--- config.mk ---
export PLATFORM = sky130hd
export DESIGN_NAME = cci_register_access_target
export DESIGN_NICKNAME = d
export VERILOG_FILES = /design/src/logic/cci_target_pkg.sv /design/src/logic/cci_pin_sync.sv /design/src/logic/cci_register_access_target.sv
export SDC_FILE = /design/constraint.sdc
export NUM_CORES = 1
export LEC_CHECK = 0
export BUFFER_PORTS_ARGS = -buffer_cell sky130_fd_sc_hd__buf_2
export CORE_AREA = 2 2 89 91
export CTS_BUF_LIST = sky130_fd_sc_hd__clkbuf_4
export DETAILED_ROUTE_END_ITERATION = 6
export DIE_AREA = 0 0 91 93
export GPL_TIMING_DRIVEN = 0
export PLACE_DENSITY = 0.74
export SLEW_MARGIN = 5
export SYNTH_ARGS = -nofsm -noshare
export SYNTH_HDL_FRONTEND = slang
export SYNTH_SLANG_ARGS = --single-unit
export TNS_END_PERCENT = 100
--- constraint.sdc ---
create_clock -name sys_clk_i -period 6.5 [get_ports sys_clk_i]
set_clock_uncertainty 0.2 [all_clocks]
set_input_delay 1.3 -clock sys_clk_i [delete_from_list [all_inputs] [get_ports sys_clk_i]]
set_output_delay 1.3 -clock sys_clk_i [all_outputs]
set_load 0.05 [all_outputs]
--- src/logic/cci_target_pkg.sv ---
// Constants and types shared by the two-wire register access target.
package cci_target_pkg;
  localparam logic [6:0] TARGET_ADDR_DEFAULT = 7'h10; // Arbitrary neutral bus address.
  localparam int BYTE_BITS = 8;
  localparam int REG_ADDR_BITS = 16;
  localparam logic [2:0] BIT_MSB = 3'h7;
  localparam logic DIR_WRITE = 1'b0;
  localparam logic DIR_READ = 1'b1;
  localparam logic [7:0] UNREADABLE_VALUE = 8'h00;
  localparam logic [15:0] INDEX_RESET = 16'h0000;
  // SCL rate ceilings in kHz for the two reference clock ranges.
  localparam int SCL_FAST_PLUS_KHZ = 1000;
  localparam int SCL_FAST_KHZ = 400;
  // Byte phase of a transfer; Gray coded along address, index high, index low, data.
  typedef enum logic [2:0] {
    PH_IDLE = 3'b000,
    PH_DEVADDR = 3'b001,
    PH_IDX_HI = 3'b011,
    PH_IDX_LO = 3'b010,
    PH_WDATA = 3'b110,
    PH_RDATA = 3'b111,
    PH_IGNORE = 3'b101
  } phase_t;
endpackage : cci_target_pkg

--- src/logic/cci_pin_sync.sv ---
`timescale 1ns/1ps
`default_nettype none
// Two-stage synchroniser for one pin with a registered edge history.
module cci_pin_sync (
  input wire logic sys_clk_i,
  input wire logic rst_b_i,
  input wire logic pin_i,
  output logic level_o,
  output logic prev_o
);
  logic meta_reg;
  logic sync_reg;
  logic prev_reg;

  // Reset high matches an idle open-drain bus; stage two and the history stage feed logic, stage one never does.
  always_ff @(posedge sys_clk_i or negedge rst_b_i) begin
    if (!rst_b_i) begin
      meta_reg <= 1'b1;
      sync_reg <= 1'b1;
      prev_reg <= 1'b1;
    end else begin
      meta_reg <= pin_i;
      sync_reg <= meta_reg;
      prev_reg <= sync_reg;
    end
  end

  assign level_o = sync_reg;
  assign prev_o = prev_reg;
endmodule : cci_pin_sync
`default_nettype wire

--- src/logic/cci_register_access_target.sv ---
`timescale 1ns/1ps
`default_nettype none
// Target side of the two-wire camera control link with an auto-incrementing index.
// Summary of operation
// - Six transactions: random/current reads, random writes.
// - Index register addresses every read and write.
// - Repeated start keeps the loaded index.
// - Read address: acknowledge, then drive byte at index.
// - Written register address loads index, survives stop.
// - Index increments at each data byte's ack/nack.
// - Read without dummy write returns data at index.
// - Controller ack advances read; nack plus stop ends.
// - Single write stores one byte at index.
// - Write data acknowledged and index incremented together.
// - 16-bit index, 8-bit data, MSB first, ack.
// - Direction bit 0 writes, 1 reads.
// - Unreadable registers read as 00h.
module cci_register_access_target #(
  parameter logic [6:0] TARGET_ADDR = cci_target_pkg::TARGET_ADDR_DEFAULT
) (
  input wire logic sys_clk_i,
  input wire logic rst_b_i,
  input wire logic scl_i,
  input wire logic sda_i,
  output logic sda_o,
  output logic sda_oe_o,
  output logic [15:0] reg_addr_o,
  output logic [7:0] reg_wdata_o,
  output logic reg_wr_o,
  output logic reg_rd_o,
  input wire logic [7:0] reg_rdata_i,
  input wire logic reg_readable_i,
  output logic busy_o
);
  logic scl_s;
  logic scl_p;
  logic sda_s;
  logic sda_p;
  logic scl_rise;
  logic scl_fall;
  logic start_det;
  logic stop_det;

  cci_pin_sync u_scl_sync (
    .sys_clk_i(sys_clk_i),
    .rst_b_i(rst_b_i),
    .pin_i(scl_i),
    .level_o(scl_s),
    .prev_o(scl_p)
  );
  cci_pin_sync u_sda_sync (
    .sys_clk_i(sys_clk_i),
    .rst_b_i(rst_b_i),
    .pin_i(sda_i),
    .level_o(sda_s),
    .prev_o(sda_p)
  );

  // Line events; SDA moving while SCL stays high marks start and stop.
  assign scl_rise = scl_s & ~scl_p;
  assign scl_fall = ~scl_s & scl_p;
  assign start_det = scl_s & scl_p & sda_p & ~sda_s;
  assign stop_det = scl_s & scl_p & ~sda_p & sda_s;

  cci_target_pkg::phase_t phase_reg, phase_next;
  logic [2:0] bit_reg, bit_next;
  logic ack_slot_reg, ack_slot_next;
  logic [7:0] shift_reg, shift_next;
  logic [15:0] index_reg, index_next;
  logic [7:0] hi_reg, hi_next;
  logic [7:0] tx_reg, tx_next;
  logic drive_reg, drive_next;
  logic out_bit_reg, out_bit_next;
  logic wr_reg, wr_next;
  logic rd_reg, rd_next;
  logic [7:0] wdata_reg, wdata_next;
  logic mack_reg, mack_next;
  logic last_reg, last_next;
  logic [7:0] rx_byte;
  logic [7:0] read_value;

  // Byte as it stands after the eighth sample.
  assign rx_byte = {shift_reg[6:0], sda_s};
  assign read_value = reg_readable_i ? reg_rdata_i : cci_target_pkg::UNREADABLE_VALUE;

  // Next-state logic for the byte engine. Bits are sampled on SCL rise and the
  // line is changed only on SCL fall, which keeps SDA stable while SCL is high.
  always_comb begin
    phase_next = phase_reg;
    bit_next = bit_reg;
    ack_slot_next = ack_slot_reg;
    shift_next = shift_reg;
    index_next = index_reg;
    hi_next = hi_reg;
    tx_next = tx_reg;
    drive_next = drive_reg;
    out_bit_next = out_bit_reg;
    wr_next = 1'b0;
    rd_next = 1'b0;
    wdata_next = wdata_reg;
    mack_next = mack_reg;
    last_next = last_reg;
    if (start_det) begin
      // A repeated start leaves the index alone so a dummy write sticks.
      phase_next = cci_target_pkg::PH_DEVADDR;
      bit_next = cci_target_pkg::BIT_MSB;
      ack_slot_next = 1'b0;
      last_next = 1'b0;
      drive_next = 1'b0;
    end else if (stop_det) begin
      phase_next = cci_target_pkg::PH_IDLE;
      drive_next = 1'b0;
    end else if (phase_reg != cci_target_pkg::PH_IDLE
                 && phase_reg != cci_target_pkg::PH_IGNORE) begin
      if (scl_rise) begin
        if (!ack_slot_reg) begin
          shift_next = rx_byte;
          if (bit_reg != 3'h0) begin
            bit_next = bit_reg - 3'h1;
          end else begin
            // Eighth sample taken; the count alone would open the slot a bit early.
            last_next = 1'b1;
          end
        end else if (phase_reg == cci_target_pkg::PH_RDATA) begin
          mack_next = ~sda_s;
          index_next = index_reg + 16'h0001;
        end
      end else if (scl_fall) begin
        if (!ack_slot_reg && last_reg) begin
          // Eighth bit done: decide whether this target answers the byte.
          ack_slot_next = 1'b1;
          last_next = 1'b0;
          unique case (phase_reg)
            cci_target_pkg::PH_DEVADDR: begin
              if (shift_reg[7:1] == TARGET_ADDR) begin
                drive_next = 1'b1;
                out_bit_next = 1'b0;
              end else begin
                phase_next = cci_target_pkg::PH_IGNORE;
                drive_next = 1'b0;
              end
            end
            cci_target_pkg::PH_IDX_HI: begin
              hi_next = shift_reg;
              drive_next = 1'b1;
              out_bit_next = 1'b0;
            end
            cci_target_pkg::PH_IDX_LO: begin
              index_next = {hi_reg, shift_reg};
              drive_next = 1'b1;
              out_bit_next = 1'b0;
            end
            cci_target_pkg::PH_WDATA: begin
              // Store at the index and advance it in the same acknowledge.
              wdata_next = shift_reg;
              wr_next = 1'b1;
              index_next = index_reg + 16'h0001;
              drive_next = 1'b1;
              out_bit_next = 1'b0;
            end
            cci_target_pkg::PH_RDATA: begin
              drive_next = 1'b0;
            end
            default: begin
              drive_next = 1'b0;
            end
          endcase
        end else if (!ack_slot_reg) begin
          if (phase_reg == cci_target_pkg::PH_RDATA) begin
            out_bit_next = tx_reg[bit_reg];
          end
        end else begin
          // Leaving the acknowledge slot into the next byte.
          ack_slot_next = 1'b0;
          bit_next = cci_target_pkg::BIT_MSB;
          unique case (phase_reg)
            cci_target_pkg::PH_DEVADDR: begin
              if (shift_reg[0] == cci_target_pkg::DIR_READ) begin
                phase_next = cci_target_pkg::PH_RDATA;
                tx_next = read_value;
                rd_next = 1'b1;
                drive_next = 1'b1;
                out_bit_next = read_value[7];
              end else begin
                phase_next = cci_target_pkg::PH_IDX_HI;
                drive_next = 1'b0;
              end
            end
            cci_target_pkg::PH_IDX_HI: begin
              phase_next = cci_target_pkg::PH_IDX_LO;
              drive_next = 1'b0;
            end
            cci_target_pkg::PH_IDX_LO: begin
              phase_next = cci_target_pkg::PH_WDATA;
              drive_next = 1'b0;
            end
            cci_target_pkg::PH_WDATA: begin
              drive_next = 1'b0;
            end
            cci_target_pkg::PH_RDATA: begin
              if (mack_reg) begin
                tx_next = read_value;
                rd_next = 1'b1;
                drive_next = 1'b1;
                out_bit_next = read_value[7];
              end else begin
                // Controller refused the byte; release and wait for stop.
                phase_next = cci_target_pkg::PH_IGNORE;
                drive_next = 1'b0;
              end
            end
            default: begin
              drive_next = 1'b0;
            end
          endcase
        end
      end
    end
  end

  // Registers of the byte engine.
  always_ff @(posedge sys_clk_i or negedge rst_b_i) begin
    if (!rst_b_i) begin
      phase_reg <= cci_target_pkg::PH_IDLE;
      bit_reg <= cci_target_pkg::BIT_MSB;
      ack_slot_reg <= 1'b0;
      shift_reg <= 8'h00;
      index_reg <= cci_target_pkg::INDEX_RESET;
      hi_reg <= 8'h00;
      tx_reg <= 8'h00;
      drive_reg <= 1'b0;
      out_bit_reg <= 1'b1;
      wr_reg <= 1'b0;
      rd_reg <= 1'b0;
      wdata_reg <= 8'h00;
      mack_reg <= 1'b0;
      last_reg <= 1'b0;
    end else begin
      phase_reg <= phase_next;
      bit_reg <= bit_next;
      ack_slot_reg <= ack_slot_next;
      shift_reg <= shift_next;
      index_reg <= index_next;
      hi_reg <= hi_next;
      tx_reg <= tx_next;
      drive_reg <= drive_next;
      out_bit_reg <= out_bit_next;
      wr_reg <= wr_next;
      rd_reg <= rd_next;
      wdata_reg <= wdata_next;
      mack_reg <= mack_next;
      last_reg <= last_next;
    end
  end

  // Open drain: a one is sent by releasing the line, never by driving it high.
  assign sda_o = 1'b0;
  assign sda_oe_o = drive_reg & ~out_bit_reg;
  // The write pulse sees the post-increment index, so it is held one cycle back.
  logic [15:0] wr_addr_reg;
  always_ff @(posedge sys_clk_i or negedge rst_b_i) begin
    if (!rst_b_i) begin
      wr_addr_reg <= cci_target_pkg::INDEX_RESET;
    end else begin
      wr_addr_reg <= index_reg;
    end
  end
  assign reg_addr_o = wr_reg ? wr_addr_reg : index_reg;
  assign reg_wdata_o = wdata_reg;
  assign reg_wr_o = wr_reg;
  assign reg_rd_o = rd_reg;
  assign busy_o = (phase_reg != cci_target_pkg::PH_IDLE);

  // Checks on the engine.
  property p_index_on_wdata;
    @(posedge sys_clk_i) disable iff (!rst_b_i)
      reg_wr_o |-> (index_reg == reg_addr_o + 16'h0001);
  endproperty
  a_index_on_wdata: assert property (p_index_on_wdata) else $error("Index not advanced on write.");

  property p_start_keeps_index;
    @(posedge sys_clk_i) disable iff (!rst_b_i)
      start_det |=> $stable(index_reg);
  endproperty
  a_start_keeps_index: assert property (p_start_keeps_index) else $error("Start changed index.");

  property p_stop_keeps_index;
    @(posedge sys_clk_i) disable iff (!rst_b_i)
      stop_det |=> $stable(index_reg) ##1 $stable(index_reg);
  endproperty
  a_stop_keeps_index: assert property (p_stop_keeps_index) else $error("Stop changed index.");

  property p_read_inc;
    @(posedge sys_clk_i) disable iff (!rst_b_i)
      (scl_rise && ack_slot_reg && phase_reg == cci_target_pkg::PH_RDATA)
        |=> (index_reg == $past(index_reg) + 16'h0001);
  endproperty
  a_read_inc: assert property (p_read_inc) else $error("Read did not advance index.");

  property p_unreadable;
    @(posedge sys_clk_i) disable iff (!rst_b_i)
      (reg_rd_o && !$past(reg_readable_i)) |-> (tx_reg == 8'h00);
  endproperty
  a_unreadable: assert property (p_unreadable) else $error("Unreadable byte not zero.");

  property p_ignore_released;
    @(posedge sys_clk_i) disable iff (!rst_b_i)
      (phase_reg == cci_target_pkg::PH_IGNORE) |-> !sda_oe_o;
  endproperty
  a_ignore_released: assert property (p_ignore_released) else $error("Drove SDA when ignoring.");

  property p_no_drive_idle;
    @(posedge sys_clk_i) disable iff (!rst_b_i)
      (phase_reg == cci_target_pkg::PH_IDLE) |-> !sda_oe_o;
  endproperty
  a_no_drive_idle: assert property (p_no_drive_idle) else $error("Drove SDA while idle.");

  property p_read_first_bit;
    @(posedge sys_clk_i) disable iff (!rst_b_i)
      reg_rd_o |-> (sda_oe_o == ~tx_reg[7]);
  endproperty
  a_read_first_bit: assert property (p_read_first_bit) else $error("Read byte not MSB first.");

  property p_read_dir;
    @(posedge sys_clk_i) disable iff (!rst_b_i)
      (reg_rd_o && $past(phase_reg) == cci_target_pkg::PH_DEVADDR) |-> $past(shift_reg[0]);
  endproperty
  a_read_dir: assert property (p_read_dir) else $error("Read started on write bit.");
endmodule : cci_register_access_target
`default_nettype wire

# Word-level counts from Yosys, hierarchy flattened
# Cells that the tools add are included.
# word_totals
register_bits	83
inputBits	13
output_inout_bits	29
# classes
addsub	2
magnitude_cmp	1
n_eq_ne	25
n_mux	82
n_bitwise	18
n_reduce_logical	33
# ops
operator	n
$mux W16	6
$mux W3	20
$mux W1	45
$pmux W16 S2	1
$reduce_bool A3 Y1	10
$mux W8	3
$reduce_and A7 Y1	3
$add A16 B1 Y16 const B	1
$pmux W8 S2	1
$reduce_and A8 Y1	2
$ne A3 B3 Y1 const B	5
$pmux W3 S4	1
$reduce_and A6 Y1	2
$reduce_and A11 Y1	1
$not A1 Y1	10
$reduce_and A10 Y1	1
$reduce_bool A2 Y1	5
$and A1 B1 Y1	8
$ne A4 B3 Y1 const B	2
$ne A4 B4 Y1 const B	2
$pmux W1 S2	4
$reduce_and A4 Y1	2
$eq A7 B5 Y1 const B	1
$eq A3 B2 Y1 const B	2
other kinds (16)	23

# Logic depth before layout (Yosys ltp)
# depth
word_depth	9
depth_mapped	9
mapped_depth_nobuf	7

# Hierarchy
# A second synthesis with hierarchy kept.
# hier_totals
cells_unflattened	372
area_unflattened_um2	4071.4
# modules_own_cells
mod	n_inst	cells_each	area_each_um2	seq_area_each_um2
cci_register_access_target	1	366	3913.8	1931.9
cci_pin_sync	2	3	78.8	78.8

# Least setup slack after synthesis
# Ideal clock, no wire load.
# synth_timing
path_kind	register -> output
startpoint	reg wr_reg, in the netlist reg_wr_o
endpoint	out reg_addr_o[10]
arrival_ns	2.180
required_ns	5.000
slack_ns	2.820
stages_incl_launch_ff	4
path_cell_list	dfrtp_1 -> clkbuf_1 -> buf_1 -> o21ai_0
# synth_via
elab_chain_cells	1
# synth_rtl
element	line	rtl
start, declared	cci_register_access_target.sv:74	logic wr_reg, wr_next;
start signal, assigned	cci_register_access_target.sv:248	wr_reg <= wr_next;
$mux W16	cci_register_access_target.sv:268	assign reg_addr_o = wr_reg ? wr_addr_reg : index_reg;
end, declared	cci_register_access_target.sv:27	output logic [15:0] reg_addr_o,
# No other way between the ends.

# Final worst setup path
# layout_timing
startpoint	reg wr_reg, in the netlist reg_wr_o
endpoint	out reg_addr_o[7]
# Same word-level chain as after synthesis.

==> summary.txt <==
Setup path
  – Startpoint type of the worst setup path: flip-flop
  – Critical path cell sequence: clkbuf_1 > buf_1 > mux2_2 > buf_2
  – CP max stage cell: buf_1
  – Critical path type: reg2out
  – Flop2flop setup slack: ~3.8 ns
  – WP data arrival: about 2.2 ns
  – WP data required: approximately 5.0 ns
  – Buf+Inv Stages, Crit Path: 3
  – CP Capture Type: output port
  – Critical Path Max Stage Delay: about 0.44 ns
  – Crit path max fanout: 10
  – Delay-heaviest family, CP: buffers and inverters

Yosys
  – Post-synthesis sequential area ratio: 0.5170
  – Synth Register Bits: a little over 80
  – Syn Area/Cell: approximately 11 µm²
  – Synthesized area: 4041 µm²
  – Asr flop ratio synth: 1.000
  – Synth cell types: 57
  – Mapped Cells: around 370
  – Yosys warning total: 0
  – Primary FF master, synth: dfrtp_1
  – EDFF count, synth: 0
  – Syn_nets: 387

Drt
  – DR WL/cell: 15.95 µm
  – Routed Antenna Nets: 0
  – Routed WL: 8388 µm
  – DRC violations left: 0
  – DRT Pass-1 Iters: 4
  – Via count: around 3000
  – Vias per cell: 5.719
  – Initial DRC count: approximately 160

Finish
  – Fraction of layout cells with a size suffix above 1: 0.2925
  – Area grow syn2layout: 11.89%
  – Final #Nets: between 400 and 500
  – Multi-input logic area: ~1800 µm²
  – Register area: 2090 µm²
  – Antenna diodes: 0
  – Filler Cells Inserted: about 670

Clock network
  – Clock Tree Root: clkbuf_4
  – CTS tree: built
  – Max clock buf depth: 2
  – Cts repair resizes: 0
  – Post-CTS setup buffers: 0
  – Worst skew pair latency: about 0.42 ns
  – H-tree levels: 3
  – CTS Buf Count: 9
  – CTS Sinks: between 80 and 90
  – Hold-fix buffers at CTS: 0
  – Reg clk slew, reported paths: roughly 0.14 ns

Status
  – Status: finished clean

Floorplan
  – Die height: approximately 93 µm
  – Die Area: around 8500 µm²
  – Die Width: about 91 µm
  – Starting Density: 0.5369
  – Boundary Pins: 42
  – Rows: 32
  – Core Region: ~7500 µm²

Power and ir drop
  – Tot Pwr: 1.067 mW
  – Pwr dens: around 240 nW/µm²
  – Max VDD drop: between 0.15 and 0.2 mV
  – Leakage Power: 2.118 nW

STA
  – Endpoints failing hold: 0
  – Max Slew Vio Count: 0
  – Setup total negative slack: 0 ns
  – RSZ-0062 raised after global routing: no
  – Part of the cycle the worst path needs: 0.5748
  – Count of final setup violators: 0
  – Measured slew at the worst slew-check pin: ~0.74 ns
  – Rel. slew slack: 0.5036
  – Fmax: approximately 0.27 GHz
  – Min Tclk post-route: 3.736 ns

GRT
  – GRT overflow: 0
  – GRT Overall Usage: 0.2143
  – Vias in the first global route: about 2900
  – Global-route wire length before repair: 14490 µm
  – Largest net degree at the start of global routing: 44
  – Initial antenna violation count: 0

Placed design
  – HPWL reported at the end of detailed placement: about 5900 µm
  – Global placement routability congestion: between 0.9 and 1
  – # port buffers: 39

Worst hold path
  – Worst Hold Class: reg2reg

Job
  – Max-cap violations: 0
[power breakdown]
group | switching (mW) | internal (mW)
Clock | 0.179 | 0.116
Combinational | 0.0991 | 0.0692
Sequential | 0.0468 | 0.556
Total | 0.325 | 0.741
[Yosys cell counts (4+ instances only)]
cell type  count  share of area
a21oi_1       23          0.028
a2bb2oi_1      8          0.017
buf_2          6         0.0074
clkbuf_1       8         0.0074
dfrtp_1       73           0.45
dfstp_2       10          0.065
ha_1           6          0.019
inv_1         16          0.015
mux2_2        41           0.11
mux2i_1        4         0.0099
nand2_1       34          0.032
nand3_1       15          0.019
nand4_1        4         0.0062
nor2_1        18          0.017
o2111ai_1      5          0.011
o21ai_0       24          0.030
o22ai_1        8          0.012
o31ai_1        4         0.0074
[cell usage in the layout, fill, tap and decap left out, types with 2 or more instances in the layout]
cell type / instances
buf_2: 44
nor2_1: 18
o21ai_1: 2
o31a_1: 2
nand2_1: 34
a2bb2oi_1: 8
nand4_1: 4
clkbuf_1: 8
buf_4: 3
nor4b_4: 3
ha_1: 6
o21a_1: 2
inv_1: 16
dfstp_2: 10
o32ai_1: 2
o31ai_1: 4
and2_1: 2
nand3_1: 15
o21ai_0: 24
a21oi_1: 23
o22ai_1: 8
nor4_1: 2
nor2b_1: 3
nand2b_1: 3
clkinvlp_4: 2
nor3b_1: 3
nor3_1: 3
nor4_4: 2
a31oi_1: 2
or3_1: 3
clkinv_2: 2
mux2i_1: 4
clkbuf_4: 9
mux2_2: 41
o2111ai_1: 5
dfrtp_1: 73
buf_1: 2
[kinds of logic after synthesis]
logic type | after synthesis | synth area share
compound gates | 94 | 0.1502
xor+xnor | 3 | 0.008361
fa+ha+maj | 6 | 0.01858
buf+inv | 35 | 0.03808
flops | 83 | 0.5170
mux | 45 | 0.1241
other cells | 1 | 0.0009279
simple gates | 101 | 0.1427
[metal layers]
metal	vias to the layer above	GRT usage	share of wire
li1	1450	-	-
met1	1449	0.2995	0.48
met2	94	0.3377	0.46
met3	15	0.04029	0.046
met4	0	0.07702	0.018
met5	-	0	0
[final cells by class]
type                       count  area share
buffer                        19     0.02075
clock buffer                   9     0.01494
clock inverter                 7     0.01494
inverter                      16     0.01328
multi-input combinational    250      0.3976
sequential                    83      0.4621
tap                          102     0.02822
timing repair buffer          40     0.04815
[stage by stage]
step	instance area [µm²]	hold WS [ns]	setup WS, ns	util	std cells
after floorplan	4041	0.1452	2.820	-	368
after global placement	4364	0.1460	3.260	0.5798	509
after detailed placement	4387	0.1476	3.185	0.5828	510
after CTS	4522	0.1679	2.711	0.6007	526
after global routing	4522	0.1729	2.565	0.6007	526
final	4522	0.1656	2.764	0.6007	526
[final timing paths]
| check | depth (start not counted) | to | start |
|---|---|---|---|
| max in group asynchronous | 2 | u_sda_sync.level_o | rst_b_i |
| min reg2reg | 0 | u_sda_sync.level_o | u_sda_sync.meta_reg |
| max reg2reg | 9 | tx_reg[1] | u_scl_sync.prev_o |
| max | 4 | reg_addr_o[7] | reg_wr_o |
| min in group asynchronous | 1 | drive_reg | rst_b_i |
| min | 0 | u_sda_sync.level_o | u_sda_sync.meta_reg |
Power figures use the tool's default switching activity.
